$ cat src/verilog/ftm_pkg.sv
package ftm_pkg;
    localparam int unsigned CLK_HZ = 200000000;
    localparam int unsigned MS_PER_S = 1000;
    localparam int unsigned MS_CYCLES_DFLT = CLK_HZ / MS_PER_S;
    localparam int unsigned DIV_W = 20;
    localparam int unsigned HOLD_BASE_S = 2;
    localparam int unsigned HOLD_MAX_S = 64;
    localparam int unsigned HOLD_W = 17;
    localparam int unsigned COMM_W = 16;
    localparam int unsigned REP_W = 3;
    localparam logic [REP_W-1:0] REP_MAX = 3'h5;
    localparam logic [HOLD_W-1:0] HOLD_BASE_MS =
        17'(HOLD_BASE_S * MS_PER_S);
    localparam logic [HOLD_W-1:0] HOLD_MAX_MS =
        17'(HOLD_MAX_S * MS_PER_S);

    localparam logic [7:0] CODE_NONE = 8'h00;
    localparam logic [7:0] CODE_OVERCURRENT = 8'h03;
    localparam logic [7:0] CODE_OVERLOAD = 8'h04;
    localparam logic [7:0] CODE_HOLD5 = 8'h05;
    localparam logic [7:0] CODE_UNDER_TEMP = 8'h09;
    localparam logic [7:0] CODE_EXT_CONTACT = 8'h0B;
    localparam logic [7:0] CODE_BUS_RIPPLE = 8'h0D;
    localparam logic [7:0] CODE_PHASE_LOSS = 8'h0E;
    localparam logic [7:0] CODE_HW_OVERCURRENT = 8'h0F;
    localparam logic [7:0] CODE_HEATSINK_SENSOR = 8'h10;
    localparam logic [7:0] CODE_MEM_IO = 8'h11;
    localparam logic [7:0] CODE_MEM_DSP = 8'h13;
    localparam logic [7:0] CODE_MOTOR_PTC = 8'h15;
    localparam logic [7:0] CODE_FAN = 8'h16;
    localparam logic [7:0] CODE_OVERHEAT = 8'h17;
    localparam logic [7:0] CODE_OUTPUT_PHASE = 8'h1A;
    localparam logic [7:0] CODE_TUNING = 8'h29;
    localparam logic [7:0] CODE_SERIAL_TMO = 8'h32;
    localparam logic [7:0] CODE_CAN_TMO = 8'h33;

    typedef struct packed {
        logic tripped;
        logic [7:0] code;
        logic runPermit;
        logic holdActive;
        logic [REP_W-1:0] repeatCnt;
        logic [HOLD_W-1:0] holdCnt;
        logic [DIV_W-1:0] msDiv;
        logic msTick;
        logic [COMM_W-1:0] serialCnt;
        logic [COMM_W-1:0] canCnt;
        logic enablePrev;
        logic keyPrev;
        logic resetBitPrev;
    } ftm_state_t;
endpackage : ftm_pkg

$ cat src/verilog/ftm_fault_trip_manager.sv
`timescale 1ns/10ps
module ftm_fault_trip_manager #(
    parameter int unsigned MS_CYCLES = ftm_pkg::MS_CYCLES_DFLT,
    parameter bit ENCLOSED = 1'b1
) (
    input wire logic mclk,
    input wire logic resetn,
    input wire logic overCurrent,
    input wire logic motorOverload,
    input wire logic hwOverCurrent,
    input wire logic ambientLow,
    input wire logic din3Closed,
    input wire logic busRippleHigh,
    input wire logic inputPhaseLost,
    input wire logic heatsinkSensorBad,
    input wire logic memFaultIo,
    input wire logic memFaultDsp,
    input wire logic motorPtcHot,
    input wire logic fanFailed,
    input wire logic internalHot,
    input wire logic outputPhaseBad,
    input wire logic tuningBad,
    input wire logic serialActive,
    input wire logic serialPoll,
    input wire logic canActive,
    input wire logic canCyclic,
    input wire logic [ftm_pkg::COMM_W-1:0] commTimeoutMs,
    input wire logic driveEnable,
    input wire logic stopKey,
    input wire logic fieldbusMode,
    input wire logic ctrlResetBit,
    output logic tripped,
    output logic [7:0] faultCode,
    output logic driveStop,
    output logic runPermit,
    output logic holdOffActive
);
    // Elaboration checks
    initial
    begin
        if (MS_CYCLES < 2 || MS_CYCLES >= (1 << ftm_pkg::DIV_W))
        begin
            $error("MS_CYCLES out of range");
        end
        if ((ftm_pkg::HOLD_MAX_S * ftm_pkg::MS_PER_S) >= (1 << ftm_pkg::HOLD_W))
        begin
            $error("hold-off counter too narrow");
        end
        if ((ftm_pkg::HOLD_BASE_S << ftm_pkg::REP_MAX) != ftm_pkg::HOLD_MAX_S)
        begin
            $error("hold-off schedule inconsistent");
        end
    end

    ftm_pkg::ftm_state_t st_ff;
    ftm_pkg::ftm_state_t nxt_st;

    localparam logic [ftm_pkg::DIV_W-1:0] MS_LAST =
        ftm_pkg::DIV_W'(MS_CYCLES - 1);

    // First active condition in fixed priority order
    function automatic logic [7:0] pick_code(input logic [16:0] f);
        logic [7:0] c;
        c = ftm_pkg::CODE_NONE;
        if (f[0])
        begin
            c = ftm_pkg::CODE_OVERCURRENT;
        end
        else if (f[1])
        begin
            c = ftm_pkg::CODE_HW_OVERCURRENT;
        end
        else if (f[2])
        begin
            c = ftm_pkg::CODE_OVERLOAD;
        end
        else if (f[3])
        begin
            c = ftm_pkg::CODE_PHASE_LOSS;
        end
        else if (f[4])
        begin
            c = ftm_pkg::CODE_BUS_RIPPLE;
        end
        else if (f[5])
        begin
            c = ftm_pkg::CODE_OUTPUT_PHASE;
        end
        else if (f[6])
        begin
            c = ftm_pkg::CODE_OVERHEAT;
        end
        else if (f[7])
        begin
            c = ftm_pkg::CODE_HEATSINK_SENSOR;
        end
        else if (f[8])
        begin
            c = ftm_pkg::CODE_FAN;
        end
        else if (f[9])
        begin
            c = ftm_pkg::CODE_MOTOR_PTC;
        end
        else if (f[10])
        begin
            c = ftm_pkg::CODE_EXT_CONTACT;
        end
        else if (f[11])
        begin
            c = ftm_pkg::CODE_UNDER_TEMP;
        end
        else if (f[12])
        begin
            c = ftm_pkg::CODE_MEM_IO;
        end
        else if (f[13])
        begin
            c = ftm_pkg::CODE_MEM_DSP;
        end
        else if (f[14])
        begin
            c = ftm_pkg::CODE_TUNING;
        end
        else if (f[15])
        begin
            c = ftm_pkg::CODE_SERIAL_TMO;
        end
        else if (f[16])
        begin
            c = ftm_pkg::CODE_CAN_TMO;
        end
        return c;
    endfunction : pick_code

    function automatic logic is_hold_code(input logic [7:0] c);
        return c == ftm_pkg::CODE_OVERCURRENT ||
            c == ftm_pkg::CODE_OVERLOAD ||
            c == ftm_pkg::CODE_HOLD5 ||
            c == ftm_pkg::CODE_HW_OVERCURRENT;
    endfunction : is_hold_code

    logic [16:0] faultVec;
    logic [7:0] newCode;
    logic serialTmo;
    logic canTmo;
    logic resetReq;
    logic clearNow;
    logic [ftm_pkg::HOLD_W-1:0] holdLoad;

    always_comb
    begin
        nxt_st = st_ff;
        // Watchdog flags and fault priority
        serialTmo = serialActive && commTimeoutMs != '0 &&
            st_ff.serialCnt >= commTimeoutMs;
        canTmo = canActive && commTimeoutMs != '0 &&
            st_ff.canCnt >= commTimeoutMs;
        faultVec[0] = overCurrent;
        faultVec[1] = hwOverCurrent;
        faultVec[2] = motorOverload;
        faultVec[3] = inputPhaseLost;
        faultVec[4] = busRippleHigh;
        faultVec[5] = outputPhaseBad;
        faultVec[6] = internalHot;
        faultVec[7] = heatsinkSensorBad;
        faultVec[8] = fanFailed && ENCLOSED;
        faultVec[9] = motorPtcHot;
        faultVec[10] = !din3Closed;
        faultVec[11] = ambientLow;
        faultVec[12] = memFaultIo;
        faultVec[13] = memFaultDsp;
        faultVec[14] = tuningBad;
        faultVec[15] = serialTmo;
        faultVec[16] = canTmo;
        newCode = pick_code(faultVec);

        // Millisecond tick divider
        nxt_st.msTick = 1'b0;
        if (st_ff.msDiv == MS_LAST)
        begin
            nxt_st.msDiv = '0;
            nxt_st.msTick = 1'b1;
        end
        else
        begin
            nxt_st.msDiv = st_ff.msDiv + 1'b1;
        end

        // Communication watchdogs
        if (!serialActive || serialPoll)
        begin
            nxt_st.serialCnt = '0;
        end
        else if (st_ff.msTick && st_ff.serialCnt != '1)
        begin
            nxt_st.serialCnt = st_ff.serialCnt + 1'b1;
        end
        if (!canActive || canCyclic)
        begin
            nxt_st.canCnt = '0;
        end
        else if (st_ff.msTick && st_ff.canCnt != '1)
        begin
            nxt_st.canCnt = st_ff.canCnt + 1'b1;
        end

        // Hold-off countdown
        if (st_ff.holdCnt != '0 && st_ff.msTick)
        begin
            nxt_st.holdCnt = st_ff.holdCnt - 1'b1;
        end

        // Reset requests, edge detected
        nxt_st.enablePrev = driveEnable;
        nxt_st.keyPrev = stopKey;
        nxt_st.resetBitPrev = ctrlResetBit;
        resetReq = (driveEnable && !st_ff.enablePrev) ||
            (stopKey && !st_ff.keyPrev) ||
            (fieldbusMode && ctrlResetBit &&
            !st_ff.resetBitPrev);
        clearNow = st_ff.tripped && resetReq &&
            st_ff.holdCnt == '0;

        // Hold-off reload for this trip
        holdLoad = ftm_pkg::HOLD_BASE_MS << st_ff.repeatCnt;
        if (st_ff.repeatCnt >= ftm_pkg::REP_MAX)
        begin
            holdLoad = ftm_pkg::HOLD_MAX_MS;
        end

        // Clear on accepted request
        if (clearNow)
        begin
            nxt_st.tripped = 1'b0;
            nxt_st.code = ftm_pkg::CODE_NONE;
        end
        // New fault latches only when free; set wins over clear
        if ((!st_ff.tripped || clearNow) && newCode != ftm_pkg::CODE_NONE)
        begin
            nxt_st.tripped = 1'b1;
            nxt_st.code = newCode;
            if (is_hold_code(newCode))
            begin
                nxt_st.holdCnt = holdLoad + 1'b1;
                if (st_ff.repeatCnt < ftm_pkg::REP_MAX)
                begin
                    nxt_st.repeatCnt = st_ff.repeatCnt + 1'b1;
                end
            end
        end

        // Permit and hold flags
        nxt_st.holdActive = nxt_st.holdCnt != '0;
        nxt_st.runPermit = !nxt_st.tripped && !ambientLow &&
            driveEnable;
    end

    always_ff @(posedge mclk)
    begin
        if (!resetn)
        begin
            st_ff <= '0;
            st_ff.enablePrev <= 1'b1;
            st_ff.keyPrev <= 1'b1;
            st_ff.resetBitPrev <= 1'b1;
        end
        else
        begin
            st_ff <= nxt_st;
        end
    end

    // Registered outputs
    assign tripped = st_ff.tripped;
    assign faultCode = st_ff.code;
    assign driveStop = st_ff.tripped;
    assign runPermit = st_ff.runPermit;
    assign holdOffActive = st_ff.holdActive;
endmodule : ftm_fault_trip_manager

$ cat config.mk
export PLATFORM = sky130hd
export DESIGN_NAME = ftm_fault_trip_manager
export DESIGN_NICKNAME = d
export VERILOG_FILES = /design/src/verilog/ftm_pkg.sv /design/src/verilog/ftm_fault_trip_manager.sv
export SDC_FILE = /design/constraint.sdc
export NUM_CORES = 1
export LEC_CHECK = 0
export BUFFER_PORTS_ARGS = -buffer_cell sky130_fd_sc_hd__buf_4
export CAP_MARGIN = 0
export CORE_MARGIN = 5
export CORE_UTILIZATION = 40
export DETAILED_ROUTE_END_ITERATION = 10
export GPL_TIMING_DRIVEN = 0
export MAX_ROUTING_LAYER = met4
export PLACE_DENSITY = 0.67
export SYNTH_ARGS = -nofsm -noshare
export SYNTH_HDL_FRONTEND = slang
export SYNTH_SLANG_ARGS = --single-unit
$ cat constraint.sdc
create_clock -name mclk -period 3.2 [get_ports mclk]
set_input_delay 0.16 -clock mclk [delete_from_list [all_inputs] [get_ports mclk]]
set_output_delay 0.16 -clock mclk [all_outputs]
set_load 0.05 [all_outputs]
Word-level counts from Yosys, hierarchy flattened --
Index checks and enable logic that the tools add are counted.
Word-level totals: flip-flop bits (word level) 87, RAM bits 0, memories 0, latch bits 0, ROM bits 0, word-level logic and storage cells 98
Operators by class: add/subtract/negate cells 6, equal/unequal tests 7, shifts and indexed selects 1, mux-type cells 24, bitwise operators 1, $lt $le $gt $ge 4, divide/modulo/power cells 0, reduce and logical (&&, ||, !) cells 42, multiply operators 0
Operators with widths (number):
- $mux W6 | 16
- $mux W17 | 4
- $reduce_bool A17 Y1 | 2
- $add A16 B1 Y16 const B | 2
- $ge A16 B16 Y1 | 2
- $ne A16 B16 Y1 const B | 2
- $add A20 B1 Y20 const B | 1
- $eq A20 B18 Y1 const B | 1
- $mux W9 | 2
- $add A17 B1 Y17 const B | 1
- $logic_not A17 Y1 | 1
- $shl A11 B3 Y17 const A | 1
- $sub A17 B1 Y17 const B | 1
- $eq A8 B3 Y1 const B | 2
- $logic_and A1 B1 Y1 | 16
- $reduce_bool A16 Y1 | 1
- $eq A8 B2 Y1 const B | 1
- $eq A8 B4 Y1 const B | 1
- $logic_not A1 Y1 | 8
- $logic_or A1 B1 Y1 | 8
- $mux W8 | 1
- $reduce_bool A8 Y1 | 1
- $reduce_or A2 Y1 | 3
- $add A3 B1 Y3 const B | 1
- 6 further kinds | 6

Depth between registers and ports, before layout --
Gate-level depths: netlist of the first run.
depth in word-level cells 27, mapped depth 12

Worst setup path after synthesis of the first run --
No wires, ideal clock.
path type register to register, start point register st_ff[32] (netlist name), end point register st_ff[61] (netlist name), arrival time 2.807 ns, buffers on the path 0, stages on the path, launching flop included 11, data required time 3.084 ns, slack 0.277 ns, setup time 0.116 ns, cells stage by stage dfxtp_1 -> ha_1 -> nand4_1 -> nor3_2 -> or4b_1 -> a31oi_1 -> o31a_1 -> a221oi_2 -> a221oi_2 -> nor2_4 -> a41o_1
On the way: word-level cells in the longest chain between the ends 24
Ends and longest elaborated chain:
- start, declared | line ftm_fault_trip_manager.sv:55 | ftm_pkg::ftm_state_t st_ff;
- start signal, assigned | line ftm_fault_trip_manager.sv:270 | st_ff <= nxt_st;
- $ge A16 B16 Y1 * | line ftm_fault_trip_manager.sv:156 | st_ff.serialCnt >= commTimeoutMs;
- $logic_and A1 B1 Y1 * | line ftm_fault_trip_manager.sv:155 | serialTmo = serialActive && commTimeoutMs != '0 &&
- $mux W6 * | line ftm_fault_trip_manager.sv:125 | else if (f[15])
- $mux W6 * | line ftm_fault_trip_manager.sv:121 | else if (f[14])
- $mux W6 * | line ftm_fault_trip_manager.sv:117 | else if (f[13])
- $mux W6 * | line ftm_fault_trip_manager.sv:113 | else if (f[12])
- $mux W6 * | line ftm_fault_trip_manager.sv:109 | else if (f[11])
- $mux W6 * | line ftm_fault_trip_manager.sv:105 | else if (f[10])
- [... 8 more ...]
- $mux W6 * | line ftm_fault_trip_manager.sv:69 | else if (f[1])
- $mux W8 * | line ftm_fault_trip_manager.sv:65 | if (f[0])
- $eq A8 B2 Y1 or $eq A8 B3 Y1 (tied branches) | line ftm_fault_trip_manager.sv:137, ftm_fault_trip_manager.sv:138
- $logic_or A1 B1 Y1 | line ftm_fault_trip_manager.sv:137 | return c == ftm_pkg::CODE_OVERCURRENT ||
- $logic_or A1 B1 Y1 | line ftm_fault_trip_manager.sv:138 | c == ftm_pkg::CODE_OVERLOAD ||
- $logic_or A1 B1 Y1 | line ftm_fault_trip_manager.sv:139 | c == ftm_pkg::CODE_HOLD5 ||
- $mux W17 | line ftm_fault_trip_manager.sv:243 | if (is_hold_code(newCode))
- $mux W17 * | line ftm_fault_trip_manager.sv:239 | if ((!st_ff.tripped || clearNow) && newCode != ftm_pkg::CODE_NONE)
Mark *: on every way between the ends. The rest lies on a longest branch, timed or not. A chain may end at the register's enable or synchronous reset.

Worst setup path in the final report of the first run --
start point register st_ff[33] (netlist name), end point register st_ff[61] (netlist name)
Same word-level chain as after synthesis.

==> results.md, run 1 <==
Outcome:
- The flow ran to the end, and the final reports show no timing, DRC or antenna violations.

Pwr:
- The leakage power summed over all cells is 2.601 nW.
- The cell area power density is 413.8 nW/um2.
- The largest voltage drop on the vdd net is 0.2738 mV.

Floorplan:
- In this run the standard cell core region covers 13090 um2.
- The area enclosed by the die boundary is 15610 um2.
- The die extent in y is 124.9 um.
- The number of top-level design ports is 53.
- Measured along the x axis, the die boundary spans 124.9 um.
- The initial core utilization is 0.4037.
- In this run the core area contains 42 standard-cell rows.

Clock network:
- The number of hold buffers added after CTS is 0.
- The number of clock buffers added by TritonCTS is 9.
- After clock tree synthesis, the clock-pin slew on the worst setup and hold paths is 60 ps.
- The clock passes through at most 2 buffers.
- The later pin in the worst-skew pair is clocked with a latency of 340 ps.
- The CTS tree is built.
- In this run the number of H-tree levels came out at 3.
- The cell at the root of the clock tree is sky130_fd_sc_hd__clkbuf_16.
- The clock drives 85 sinks.

Setup path:
- The gate family responsible for the most delay along the worst path is compound AO/OA/AOI/OAI gates.
- The worst setup path is launched from a flip-flop.
- Counting both buffers and inverters, the worst setup path holds a total of 1.
- The endpoint class of the critical path is a flip-flop.
- The arrival time reported for the critical path endpoint is 3420 ps.
- The slowest stage cell on the critical path is sky130_fd_sc_hd__or4b_4.
- The signal on the critical path passes through ha_4 -> nand4_1 -> nor3_2 -> or4b_4 -> a31oi_4 -> o31a_1 -> a221oi_4 -> a221oi_4 -> buf_12 -> nor2_4 -> a41o_1.
- Along the worst path, the maximum fanout reaches 8.
- The class of the most critical setup path is reg2reg.
- Counting stages on the worst path, the most repeated cell is sky130_fd_sc_hd__a221oi_4.
- The required time of the worst setup path is 3430 ps.
- The largest single stage delay on the critical path is 510 ps.

GRT:
- The first global-routing pass estimated 22740 um of wire.
- Entering global routing, the biggest net connects 14 pins.
- The met1 track demand over resource in global routing is 0.2151.
- The via count of the first global-routing pass came to 4830.
- The most utilized layer in the global route result is met2.
- The initial antenna violation count was 0.
- For met3 alone, demand over resource in global routing was 0.03173.
- Global routing finished with a remaining overflow of 0.
- In the global route stage, overall resource usage came out at 0.1782.
- In the global route stage, met2 resource usage came out at 0.3025.

Yosys:
- The total of flip-flops plus latches after synthesis is 85.
- Yosys attributes the largest share of cell area to sky130_fd_sc_hd__dfxtp_1, sky130_fd_sc_hd__ha_1, sky130_fd_sc_hd__xor2_1.
- Summed over all instances, the cell type with the most area after synthesis is sky130_fd_sc_hd__dfxtp_1.
- For this run, the number of Yosys warnings is 0.
- The distinct cell type count of the synthesized netlist is 64.
- Counting flops with a built-in enable in the synthesized netlist gives 0.
- The most instantiated flip-flop cell in the synthesis netlist is sky130_fd_sc_hd__dfxtp_1.
- The synthesized area per cell is 8.127 um2.
- The synthesized instance count is 650.
- Of the post-synthesis cell area, the dominant cell type holds 0.3221.
- In the synthesized netlist the async set-or-reset flop fraction comes to 0.
- The register area share after synthesis is 0.3221.
- After synthesis the cells add up to 5283 um2.

Drt:
- The first-pass iteration count of the detailed router is 5.
- The violation count after the first detailed-routing iteration is 335.
- In the final routed layout, each cell accounts on average for 15.26 um.
- The vias per cell is 5.467.
- The total vias in the final route is 4909.
- The count of nets left with antenna violations once routing finished came out at 0.
- The final routed DRC violation total is 0.
- The sum of routed wire length over all layers is 13700 um.

Finish:
- The antenna diode instance count is 0.
- Summing all multi-input logic gate instances after layout gives 3576 um2.
- The fraction of layout instances using a drive strength above 1 is 0.1884.
- The register area is 1722 um2.
- For this run, the share of the core covered by cells in the final layout is 0.5019.
- From synthesis to final layout, the design area changed by 24.32%.
- In the final design database the tool counted 800 nets.
- The layout has 1220 filler cells.

Timing:
- Across the routed clock network, the largest skew measured is 7.205 ps.
- The number of setup violations in the final report is 0.
- Hold timing on the final database bottoms out at a slack of 11.33 ps.
- The worst slew margin relative to its limit is 0.4577.
- Setup repair after global routing could not meet its margin everywhere.
- The final cycle utilization of the critical path is 0.9980.
- The number of hold-slack violations in the final timing report is 0.
- The number of max-slew violations in the final report came to 0.
- The minimum clock period after layout is 3194 ps.
- For the pin with the worst max-slew slack, the measured transition is 806.6 ps.
- Static timing analysis puts the maximum clock frequency at 313.1 MHz.

Job:
- The total of max-cap violations is 0.

Placed design:
- The sum of net half-perimeters after detailed placement is 10220 um.
- At the end of routability-driven placement, the weighted congestion stood at 0.9265.
- During placement, the flow inserted port buffers numbering 49.

Min path:
- The worst hold path class is in2reg.
-- Yosys cell counts, types with 10 or more instances --
| master | n |
|---|---|
| sky130_fd_sc_hd__nand4_1 | 14 |
| sky130_fd_sc_hd__buf_4 | 10 |
| sky130_fd_sc_hd__nor3_1 | 25 |
| sky130_fd_sc_hd__clkbuf_1 | 11 |
| sky130_fd_sc_hd__o21ai_0 | 14 |
| sky130_fd_sc_hd__and3_1 | 13 |
| sky130_fd_sc_hd__nor4_1 | 14 |
| sky130_fd_sc_hd__inv_1 | 43 |
| sky130_fd_sc_hd__nand2_1 | 55 |
| sky130_fd_sc_hd__ha_1 | 41 |
| sky130_fd_sc_hd__xnor2_1 | 27 |
| sky130_fd_sc_hd__dfxtp_1 | 85 |
| sky130_fd_sc_hd__nor2_1 | 76 |
| sky130_fd_sc_hd__nand3_1 | 31 |
| sky130_fd_sc_hd__a21oi_1 | 38 |
| sky130_fd_sc_hd__xor2_1 | 33 |
-- power breakdown --
group	internal [mW]	switching [mW]	total, mW
clock network	0.756	0.424	1.18
registers	1.08	0.0301	1.11
logic	0.171	0.254	0.424
-- routing by layer --
| metal | wire (um) | vias to the layer above | share of wire |
|---|---|---|---|
| met5 | 0 | - | 0 |
| met4 | 229 | 0 | 0.017 |
| met3 | 619 | 17 | 0.045 |
| met2 | 6841 | 133 | 0.50 |
| met1 | 6014 | 2318 | 0.44 |
| li1 | - | 2441 | - |
-- layout make-up --
cell class / count / share of cell area
Sequential cell: 85 / 0.2621
Clock inverter: 5 / 0.01524
Inverter: 43 / 0.02458
Tap cell: 176 / 0.03353
Buffer: 25 / 0.02077
Clock buffer: 10 / 0.03486
Timing Repair Buffer: 55 / 0.06439
Multi-Input combinational cell: 499 / 0.5445
-- final timing paths --
check / to / depth (start not counted) / from / slack [ps]
min: runPermit / 2 / ambientLow / 10
max: st_ff[61] / 11 / st_ff[33] / 6
max reg2reg: st_ff[61] / 11 / st_ff[33] / 6
min reg2reg: faultCode[5] / 2 / faultCode[5] / 460
-- cell usage in the layout, fill, tap and decap left out, types with 4 or more instances in the layout --
cell and instances:
sky130_fd_sc_hd__o31ai_1 4, sky130_fd_sc_hd__o211ai_1 4, sky130_fd_sc_hd__nor3_1 23, sky130_fd_sc_hd__clkbuf_16 9
sky130_fd_sc_hd__buf_4 62, sky130_fd_sc_hd__ha_4 8, sky130_fd_sc_hd__a211oi_2 5, sky130_fd_sc_hd__o21ai_0 14
sky130_fd_sc_hd__nand4_1 14, sky130_fd_sc_hd__o21ai_1 6, sky130_fd_sc_hd__nand2_1 54, sky130_fd_sc_hd__o21a_1 4
sky130_fd_sc_hd__mux2i_1 5, sky130_fd_sc_hd__and4_1 4, sky130_fd_sc_hd__dfxtp_1 75, sky130_fd_sc_hd__a21oi_1 34
sky130_fd_sc_hd__nor2b_1 4, sky130_fd_sc_hd__nor3_2 4, sky130_fd_sc_hd__clkbuf_1 12, sky130_fd_sc_hd__dfxtp_2 7
sky130_fd_sc_hd__ha_1 33, sky130_fd_sc_hd__xnor2_1 27, sky130_fd_sc_hd__inv_1 43, sky130_fd_sc_hd__a31oi_1 5
sky130_fd_sc_hd__nand3_1 31, sky130_fd_sc_hd__nor2_1 76, sky130_fd_sc_hd__xor2_1 33, sky130_fd_sc_hd__and2_1 4
sky130_fd_sc_hd__nand2b_1 8, sky130_fd_sc_hd__or3_1 7, sky130_fd_sc_hd__nor4_1 13, sky130_fd_sc_hd__and3_1 13
sky130_fd_sc_hd__o32ai_1 4
-- stage by stage --
step / cell area [um2] / setup WS, ps / std cells / power [mW] / TNS [ps]
after global placement: 5874 / -117.5 / 876 / 1.504 / -542.7
after global routing: 6568 / -89.99 / 898 / 2.831 / -956.2
after detailed placement: 5874 / -191.6 / 876 / 1.514 / -1708
final: 6568 / 6.471 / 898 / 2.718 / 0
after CTS: 6292 / 14.48 / 894 / 2.713 / 0
after floorplan: 5286 / 276.6 / 651 / 1.387 / 0
-- cell families (layout without fill, tap and decap cells) --
kind of cell	after synthesis	count (layout)	synth area share
other	1	2	0.0007099
AO/OA/AOI/OAI	113	113	0.1499
buffers and inverters	68	138	0.05566
XOR/XNOR	60	60	0.09948
flip-flops	85	85	0.3221
adder cells (fa/ha/maj)	41	41	0.09711
multiplexers	5	5	0.009475
AND/OR/NAND/NOR	277	278	0.2655
-- state kept, by name, summed over array words and instances, names as in the netlist --
register	flops
st_ff	76
faultCode	6
driveStop	1
holdOffActive	1
runPermit	1
-- what timing repair did --
action,CTS,global route
setup endpoints to repair,19,26
resized for setup,11,40
pin swaps,10,12
cloned,2,0
hold endpoints to repair,0,0
buffers inserted,1,5
Power figures use the tool's default switching activity.
==> run 2, diff against run 1 <==
--- a/config.mk
+++ b/config.mk
@@ -7,6 +7,7 @@
 export LEC_CHECK = 0
 export BUFFER_PORTS_ARGS = -buffer_cell sky130_fd_sc_hd__buf_4
 export CAP_MARGIN = 0
+export CORE_ASPECT_RATIO = 0.6
 export CORE_MARGIN = 5
 export CORE_UTILIZATION = 40
 export DETAILED_ROUTE_END_ITERATION = 10
==> results.md, run 2 (same netlist as run 1, synthesis figures left out) <==
Finish:
- The antenna diode instance count is 0 (unchanged).
- The final design area excluding fillers is 6486 um2 (was 6568 um2).
- The most common cell after layout, fill and taps aside is sky130_fd_sc_hd__dfxtp_1 (was sky130_fd_sc_hd__nor2_1).
- The area growth from synthesis to final layout is 22.79% (was 24.32%).
- The flip-flop count of the largest register after layout is 76 (unchanged).
- The net total in the final layout is 802 (was 800).
- Commonest non-fill, non-tap cells in the layout: sky130_fd_sc_hd__dfxtp_1, sky130_fd_sc_hd__nor2_1, sky130_fd_sc_hd__buf_4, sky130_fd_sc_hd__nand2_1, sky130_fd_sc_hd__inv_1 (was sky130_fd_sc_hd__nor2_1, sky130_fd_sc_hd__dfxtp_1, sky130_fd_sc_hd__buf_4, sky130_fd_sc_hd__nand2_1, sky130_fd_sc_hd__inv_1).
- The register ranked first by flip-flop count is st_ff (unchanged).
- The fraction of layout instances using a drive strength above 1 is 0.1738 (was 0.1884).
- The number of filler instances in the final layout was 1230 (was 1220).

Setup path:
- Cell chain of the critical path: ha_4 -> nand4_1 -> nor3_2 -> or4b_4 -> a31o_1 -> o31a_1 -> a221oi_4 -> a221o_1 -> buf_6 -> nand2_8 -> and4_1 (was ha_4 -> nand4_1 -> nor3_2 -> or4b_4 -> a31oi_4 -> o31a_1 -> a221oi_4 -> a221oi_4 -> buf_12 -> nor2_4 -> a41o_1).
- The destination of the worst register-to-register timing path is st_ff[72] (was st_ff[61]).
- The last element of the critical path is st_ff[72] (was st_ff[61]).
- The class of the most critical setup path is reg2reg (unchanged).
- The largest fanout on the critical path is 9 (was 8).
- The sort of element at the start of the critical path is a flip-flop (unchanged).
- The required time of the worst setup path is 3430 ps (about the same).
- The worst setup slack for register-to-register paths is -30 ps (was 6 ps).
- The path length in cells of the critical path is 11 (unchanged).
- The arrival time reported for the critical path endpoint is 3460 ps (was 3420 ps).
- The endpoint class of the critical path was a flip-flop (unchanged).
- The critical path buffer and inverter count is 1 (unchanged).
- The maximum single-stage delay on the critical path is 490 ps (was 510 ps).
- The slowest stage cell on the critical path was sky130_fd_sc_hd__or4b_4 (unchanged).
- The critical register-to-register path startpoint is st_ff[16] (was st_ff[33]).
- The timing startpoint of the critical path is st_ff[16] (was st_ff[33]).
- The gate family responsible for the most delay along the worst path is compound AO/OA/AOI/OAI gates (unchanged).
- The length in cells of the worst reg-to-reg path is 11 (unchanged).

Timing:
- The pin slew with the least headroom to its limit is 809.8 ps (was 806.6 ps).
- The number of max-slew violations in the final report is 0 (unchanged).
- The worst hold slack came to 15.85 ps (was 11.33 ps).
- The number of setup violations in the final report came to 4 (was 0).
- The highest achievable clock rate came to 309.6 MHz (was 313.1 MHz).
- The final cycle utilization of the critical path is 1.009 (was 0.9980).
- The final-layout setup total negative slack came to -39.56 ps (was 0 ps).
- The clock tree skew after final layout came to 8.741 ps (was 7.205 ps).
- The least setup slack across all paths after layout is -30.35 ps (was 6.471 ps).
- The minimum clock period after layout came to 3230 ps (was 3194 ps).
- The number of hold-slack violations in the final timing report is 0 (unchanged).
- The worst slew margin relative to its limit is 0.4555 (was 0.4577).
- RSZ-0062 raised after global routing: yes (unchanged).

Pwr:
- The overall power after layout was 2.688 mW (was 2.718 mW).
- The leakage power summed over all cells is 2.598 nW (was 2.601 nW).
- The cell area power density is 414.4 nW/um2 (was 413.8 nW/um2).
- The largest voltage drop on the vdd net is 0.3106 mV (was 0.2738 mV).

Floorplan:
- The die outline width came to 158.4 um (was 124.9 um).
- The floorplan row count is 32 (was 42).
- The initial core utilization is 0.4097 (was 0.4037).
- The number of top-level design ports is 53 (unchanged).
- The die extent in y came to 99.02 um (was 124.9 um).
- The core region area was 12890 um2 (was 13090 um2).
- The area enclosed by the die boundary is 15680 um2 (was 15610 um2).

Placed design:
- The post-detailed-placement cell area is 5867 um2 (was 5874 um2).
- The sum of net half-perimeters after detailed placement is 11220 um (was 10220 um).
- The count of buffers from port buffering was 49 (unchanged).
- The weighted congestion at the end of routability-driven global placement is 0.9864 (was 0.9265).
- The worst-case setup slack after placement came to -248.3 ps (was -191.6 ps).

Outcome:
- Status: finished, violations left (was finished, final reports clean).
- The final reports fail on negative setup slack.

GRT:
- The initial antenna violation count is 0 (unchanged).
- The sum of overflow across all layers after global routing is 0 (unchanged).
- The wire length of the first global-routing pass was 23310 um (was 22740 um).
- The via count of the first global-routing pass is 4681 (was 4830).
- The global-route usage over all layers is 0.1870 (was 0.1782).
- The largest net degree at the start of global routing is 14 (unchanged).

Clock network:
- The clock input transition at the sequential cells of the worst setup and hold paths came to 60 ps (about the same).
- The clock tree buffer depth is 2 (unchanged).
- The later-pin clock latency in the skew report is 340 ps (about the same).
- The TritonCTS buffer count is 9 (unchanged).
- The number of hold buffers added after CTS came to 0 (unchanged).
- The cell at the root of the clock tree is sky130_fd_sc_hd__clkbuf_16 (unchanged).
- The CTS tree is built (unchanged).
- The number of sinks driven by the clock tree is 85 (unchanged).
- The number of levels in the clock H-tree is 3 (unchanged).

Job:
- The total of max-cap violations is 0 (unchanged).

Drt:
- The total vias in the final route is 5017 (was 4909).
- The final routed DRC violation total was 0 (unchanged).
- The first-pass iteration count of the detailed router is 5 (unchanged).
- The number of antenna-violating nets in the routed design came to 0 (unchanged).
- The sum of routed wire length over all layers is 14530 um (was 13700 um).
- The vias per cell was 5.606 (was 5.467).
- The average detailed-routed wire length per instance is 16.24 um (was 15.26 um).
- The violation count after the first detailed-routing iteration is 387 (was 335).

Min path:
- The worst hold path class is in2reg (unchanged).
==> run 2: timing repair <==
item                                    CTS  global route
buffers inserted                          0             7
hold endpoints to repair                  0             0
endpoints found under the setup margin   19            24
pin swaps                                 6            13
cloned                                    1             1
resized for setup                        11            24
==> run 2: per-stage QoR <==
stage | std cells | util
after floorplan | 651 | -
after global placement | 870 | 0.4551
after detailed placement | 870 | 0.4551
after CTS | 887 | 0.4866
after global routing | 895 | 0.5031
final | 895 | 0.5031
==> run 2: cell type report <==
| type | count | area (um2) | share of cell area |
|---|---|---|---|
| buffer | 25 | 136.4 | 0.02103 |
| sequential | 85 | 1712 | 0.2639 |
| tap | 170 | 212.7 | 0.03279 |
| multi-input combinational | 499 | 3498 | 0.5394 |
| timing repair buffer | 57 | 437.9 | 0.06752 |
| inverter | 43 | 161.4 | 0.02488 |
| clock buffer | 13 | 260.3 | 0.04012 |
| clock inverter | 3 | 67.56 | 0.01042 |
==> run 2: metal layers <==
| layer | vias up | global-route usage | routed length, um |
|---|---|---|---|
| met2 | 188 | 0.2647 | 6028 |
| met5 | - | - | 0 |
| met1 | 2371 | 0.2759 | 7223 |
| met4 | 0 | 0.02687 | 122 |
| li1 | 2444 | - | - |
| met3 | 14 | 0.04300 | 1160 |
==> run 2: power by group <==
part / total [mW] / switching [mW] / internal [mW]
clock network: 1.14 / 0.413 / 0.727
registers: 1.12 / 0.0310 / 1.08
logic: 0.432 / 0.261 / 0.172
total: 2.69 / 0.705 / 1.98
==> run 2: worst register-to-register path, stage by stage, from the launching register on <==
cell and delay, ps:
sky130_fd_sc_hd__dfxtp_4 360, sky130_fd_sc_hd__ha_4 270, sky130_fd_sc_hd__nand4_1 130, sky130_fd_sc_hd__nor3_2 230, sky130_fd_sc_hd__or4b_4 490, sky130_fd_sc_hd__a31o_1 230
sky130_fd_sc_hd__o31a_1 360, sky130_fd_sc_hd__a221oi_4 320, sky130_fd_sc_hd__a221o_1 280, sky130_fd_sc_hd__buf_6 170, sky130_fd_sc_hd__nand2_8 90, sky130_fd_sc_hd__and4_1 210
==> run 2: worst min-delay path by stage <==
stage,depth (start not counted),startpoint,endpoint
3_3_place_gp,3,stopKey,st_ff[1]
4_1_cts,2,ambientLow,runPermit
5_1_grt,2,ambientLow,runPermit
2_1_floorplan,1,ambientLow,runPermit
3_5_place_dp,2,ctrlResetBit,st_ff[0]
6_report,2,ctrlResetBit,st_ff[0]
==> run 3, diff against run 2 <==
--- a/config.mk
+++ b/config.mk
@@ -5,15 +5,15 @@
 export SDC_FILE = /design/constraint.sdc
 export NUM_CORES = 1
 export LEC_CHECK = 0
-export BUFFER_PORTS_ARGS = -buffer_cell sky130_fd_sc_hd__buf_4
 export CAP_MARGIN = 0
 export CORE_ASPECT_RATIO = 0.6
 export CORE_MARGIN = 5
 export CORE_UTILIZATION = 40
 export DETAILED_ROUTE_END_ITERATION = 10
+export DONT_BUFFER_PORTS = 1
 export GPL_TIMING_DRIVEN = 0
 export MAX_ROUTING_LAYER = met4
-export PLACE_DENSITY = 0.67
+export PLACE_DENSITY = 0.63
 export SYNTH_ARGS = -nofsm -noshare
 export SYNTH_HDL_FRONTEND = slang
 export SYNTH_SLANG_ARGS = --single-unit
==> results.md, run 3 (same netlist as run 1, synthesis figures left out) <==
Drt:
- The vias per cell is 5.661 (was 5.606).
- The total vias in the final route was 4812 (was 5017).
- The average detailed-routed wire length per instance is 16.46 um (was 16.24 um).
- The final routed DRC violation total is 0 (unchanged).
- The sum of routed wire length over all layers came to 13990 um (was 14530 um).
- The number of antenna-violating nets in the routed design is 0 (unchanged).
- The violation count after the first detailed-routing iteration is 298 (was 387).
- The first-pass iteration count of the detailed router is 4 (was 5).

Clock network:
- The number of levels in the clock H-tree is 3 (unchanged).
- The clock input transition at the sequential cells of the worst setup and hold paths came to 70 ps (was 60 ps).
- The cell at the root of the clock tree is sky130_fd_sc_hd__clkbuf_16 (unchanged).
- The clock tree buffer depth is 2 (unchanged).
- The number of sinks driven by the clock tree was 85 (unchanged).
- The TritonCTS buffer count is 9 (unchanged).
- The CTS tree is built (unchanged).
- The later-pin clock latency in the skew report was 340 ps (about the same).

Finish:
- Commonest non-fill, non-tap cells in the layout: sky130_fd_sc_hd__dfxtp_1, sky130_fd_sc_hd__nor2_1, sky130_fd_sc_hd__nand2_1, sky130_fd_sc_hd__inv_1, sky130_fd_sc_hd__ha_1 (was sky130_fd_sc_hd__dfxtp_1, sky130_fd_sc_hd__nor2_1, sky130_fd_sc_hd__buf_4, sky130_fd_sc_hd__nand2_1, sky130_fd_sc_hd__inv_1).
- The area growth from synthesis to final layout is 16.25% (was 22.79%).
- The most common cell after layout, fill and taps aside is sky130_fd_sc_hd__dfxtp_1 (unchanged).
- The register ranked first by flip-flop count is st_ff (unchanged).
- The final non-filler cell total is 850 (was 895).
- The number of filler instances in the final layout was 1225 (was 1230).
- The final design area excluding fillers is 6141 um2 (was 6486 um2).
- The net total in the final layout came to 757 (was 802).
- The antenna diode instance count is 0 (unchanged).
- The fraction of layout instances using a drive strength above 1 came to 0.1147 (was 0.1738).
- The flip-flop count of the largest register after layout is 76 (unchanged).

GRT:
- The wire length of the first global-routing pass is 22690 um (was 23310 um).
- The largest net degree at the start of global routing came to 18 (was 14).
- The global-route usage over all layers came to 0.1843 (was 0.1870).
- The via count of the first global-routing pass is 4546 (was 4681).
- The initial antenna violation count is 0 (unchanged).
- The sum of overflow across all layers after global routing was 0 (unchanged).

Timing:
- The pin slew with the least headroom to its limit is 768.9 ps (was 809.8 ps).
- RSZ-0062 raised after global routing: yes (unchanged).
- The minimum clock period after layout is 3165 ps (was 3230 ps).
- The final cycle utilization of the critical path came to 0.9892 (was 1.009).
- The worst hold slack is 14.40 ps (was 15.85 ps).
- The worst slew margin relative to its limit was 0.4830 (was 0.4555).
- The highest achievable clock rate is 315.9 MHz (was 309.6 MHz).
- The number of setup violations in the final report is 0 (was 4).
- The clock tree skew after final layout is 9.702 ps (was 8.741 ps).
- The number of hold-slack violations in the final timing report was 0 (unchanged).
- The final-layout setup total negative slack is 0 ps (was -39.56 ps).
- The number of max-slew violations in the final report is 0 (unchanged).

Placed design:
- The weighted congestion at the end of routability-driven global placement was 0.9069 (was 0.9864).
- The count of buffers from port buffering is 0 (was 49).
- The post-detailed-placement cell area is 5499 um2 (was 5867 um2).
- The number of cells in the design after placement is 821 (was 870).
- The sum of net half-perimeters after detailed placement is 10790 um (was 11220 um).

Setup path:
- The destination of the worst register-to-register timing path is st_ff[75] (was st_ff[72]).
- The required time of the worst setup path is 3420 ps (was 3430 ps).
- The sort of element at the start of the critical path is a flip-flop (unchanged).
- The arrival time reported for the critical path endpoint is 3390 ps (was 3460 ps).
- The critical register-to-register path startpoint is st_ff[18] (was st_ff[16]).
- The timing startpoint of the critical path is st_ff[18] (was st_ff[16]).
- The last element of the critical path is st_ff[75] (was st_ff[72]).
- The endpoint class of the critical path was a flip-flop (unchanged).
- The length in cells of the worst reg-to-reg path is 12 (was 11).
- The worst setup slack for register-to-register paths came to 30 ps (was -30 ps).
- The class of the most critical setup path is reg2reg (unchanged).
- The largest fanout on the critical path is 8 (was 9).

Pwr:
- The net switching fraction of the power is 0.2840 (was 0.2621).
- The largest voltage drop on the vdd net came to 0.2352 mV (was 0.3106 mV).
- The power share of the clock group is 0.423 (was 0.424).
- The leakage power summed over all cells is 2.382 nW (was 2.598 nW).
- The switching power is 0.7354 mW (was 0.7045 mW).
- The combinational group share of total power is 0.143 (was 0.161).
- The design internal power came to 1.854 mW (was 1.983 mW).
- The cell area power density was 421.7 nW/um2 (was 414.4 nW/um2).
- The part of the power in registers is 0.434 (was 0.415).

Min path:
- The hold path depth came to 2 (unchanged).
- The worst hold path class is in2reg (unchanged).

Floorplan:
- The number of top-level design ports came to 53 (unchanged).
- The die extent in y is 99.02 um (unchanged).
- The core region area is 12890 um2 (unchanged).
- The area enclosed by the die boundary is 15680 um2 (unchanged).
- The floorplan row count is 32 (unchanged).
- The die outline width was 158.4 um (unchanged).
- The initial core utilization is 0.4097 (unchanged).

Outcome:
- Status: finished, final reports clean (was finished, violations left).

Job:
- The total of max-cap violations is 0 (unchanged).
-- run 3: final cells by class --
| cell class | count | area [um2] | area share |
|---|---|---|---|
| plain buffers | 25 | 136.4 | 0.02221 |
| clock buffers | 9 | 225.2 | 0.03667 |
| clock inverters | 7 | 91.34 | 0.01487 |
| inverters | 43 | 161.4 | 0.02628 |
| multi-input cells | 499 | 3486 | 0.5676 |
| flip-flops and latches | 85 | 1709 | 0.2783 |
| well taps | 170 | 212.7 | 0.03464 |
| repair buffers | 12 | 118.9 | 0.01936 |
-- run 3: per-layer routing --
| layer | global-route usage | routed length [um] | up-vias |
|---|---|---|---|
| li1 | - | - | 2365 |
| met1 | 0.2735 | 7188 | 2267 |
| met2 | 0.2514 | 5624 | 168 |
| met3 | 0.04212 | 1058 | 12 |
| met4 | 0.04194 | 120 | 0 |
| met5 | - | 0 | - |
-- run 3: worst max-delay path: stages, from the launching register on --
cell                       delay, ps
sky130_fd_sc_hd__dfxtp_2         350
sky130_fd_sc_hd__ha_4            280
sky130_fd_sc_hd__nand4_1         140
sky130_fd_sc_hd__nor3_2          150
sky130_fd_sc_hd__or4b_4          480
sky130_fd_sc_hd__a31o_1          220
sky130_fd_sc_hd__o31a_1          370
sky130_fd_sc_hd__a221oi_4        310
sky130_fd_sc_hd__a221oi_4        120
sky130_fd_sc_hd__buf_12          170
sky130_fd_sc_hd__buf_4           130
sky130_fd_sc_hd__o311ai_2        250
sky130_fd_sc_hd__o21ai_1          90
-- run 3: how the worst min path moves through the flow --
stage / from / slack [ps] / endpoint
floorplan: ambientLow / 240 / runPermit
global placement: ambientLow / 240 / runPermit
detailed placement: ambientLow / 240 / runPermit
CTS: overCurrent / 10 / faultCode[2]
global route: overCurrent / 20 / faultCode[2]
finish: overCurrent / 10 / faultCode[2]
-- run 3: power by group through the flow --
stage | Clock, mW | Combinational, mW | Sequential (mW)
after floorplan | 0 | 0.250 | 1.14
after global placement | 0 | 0.307 | 1.14
after detailed placement | 0 | 0.314 | 1.14
after CTS | 1.12 | 0.335 | 1.12
after global routing | 1.18 | 0.406 | 1.13
final | 1.10 | 0.370 | 1.12
-- run 3: what timing repair did --
action | in CTS | in global routing
pin swaps | 9 | 9
hold buffers | 5 | 0
hold endpoints to repair | 5 | 0
buffers inserted | 1 | 5
gates resized for setup | 12 | 24
setup endpoints to repair | 21 | 24
gates cloned | 1 | 1
-- run 3: metrics by stage --
stage | total power, mW | utilization | worst slack, ps
after floorplan | 1.387 | - | 276.6
after global placement | 1.450 | 0.4265 | -240.6
after detailed placement | 1.459 | 0.4265 | -324.1
after CTS | 2.573 | 0.4627 | -16.08
after global routing | 2.709 | 0.4763 | -105.8
final | 2.589 | 0.4763 | 34.57
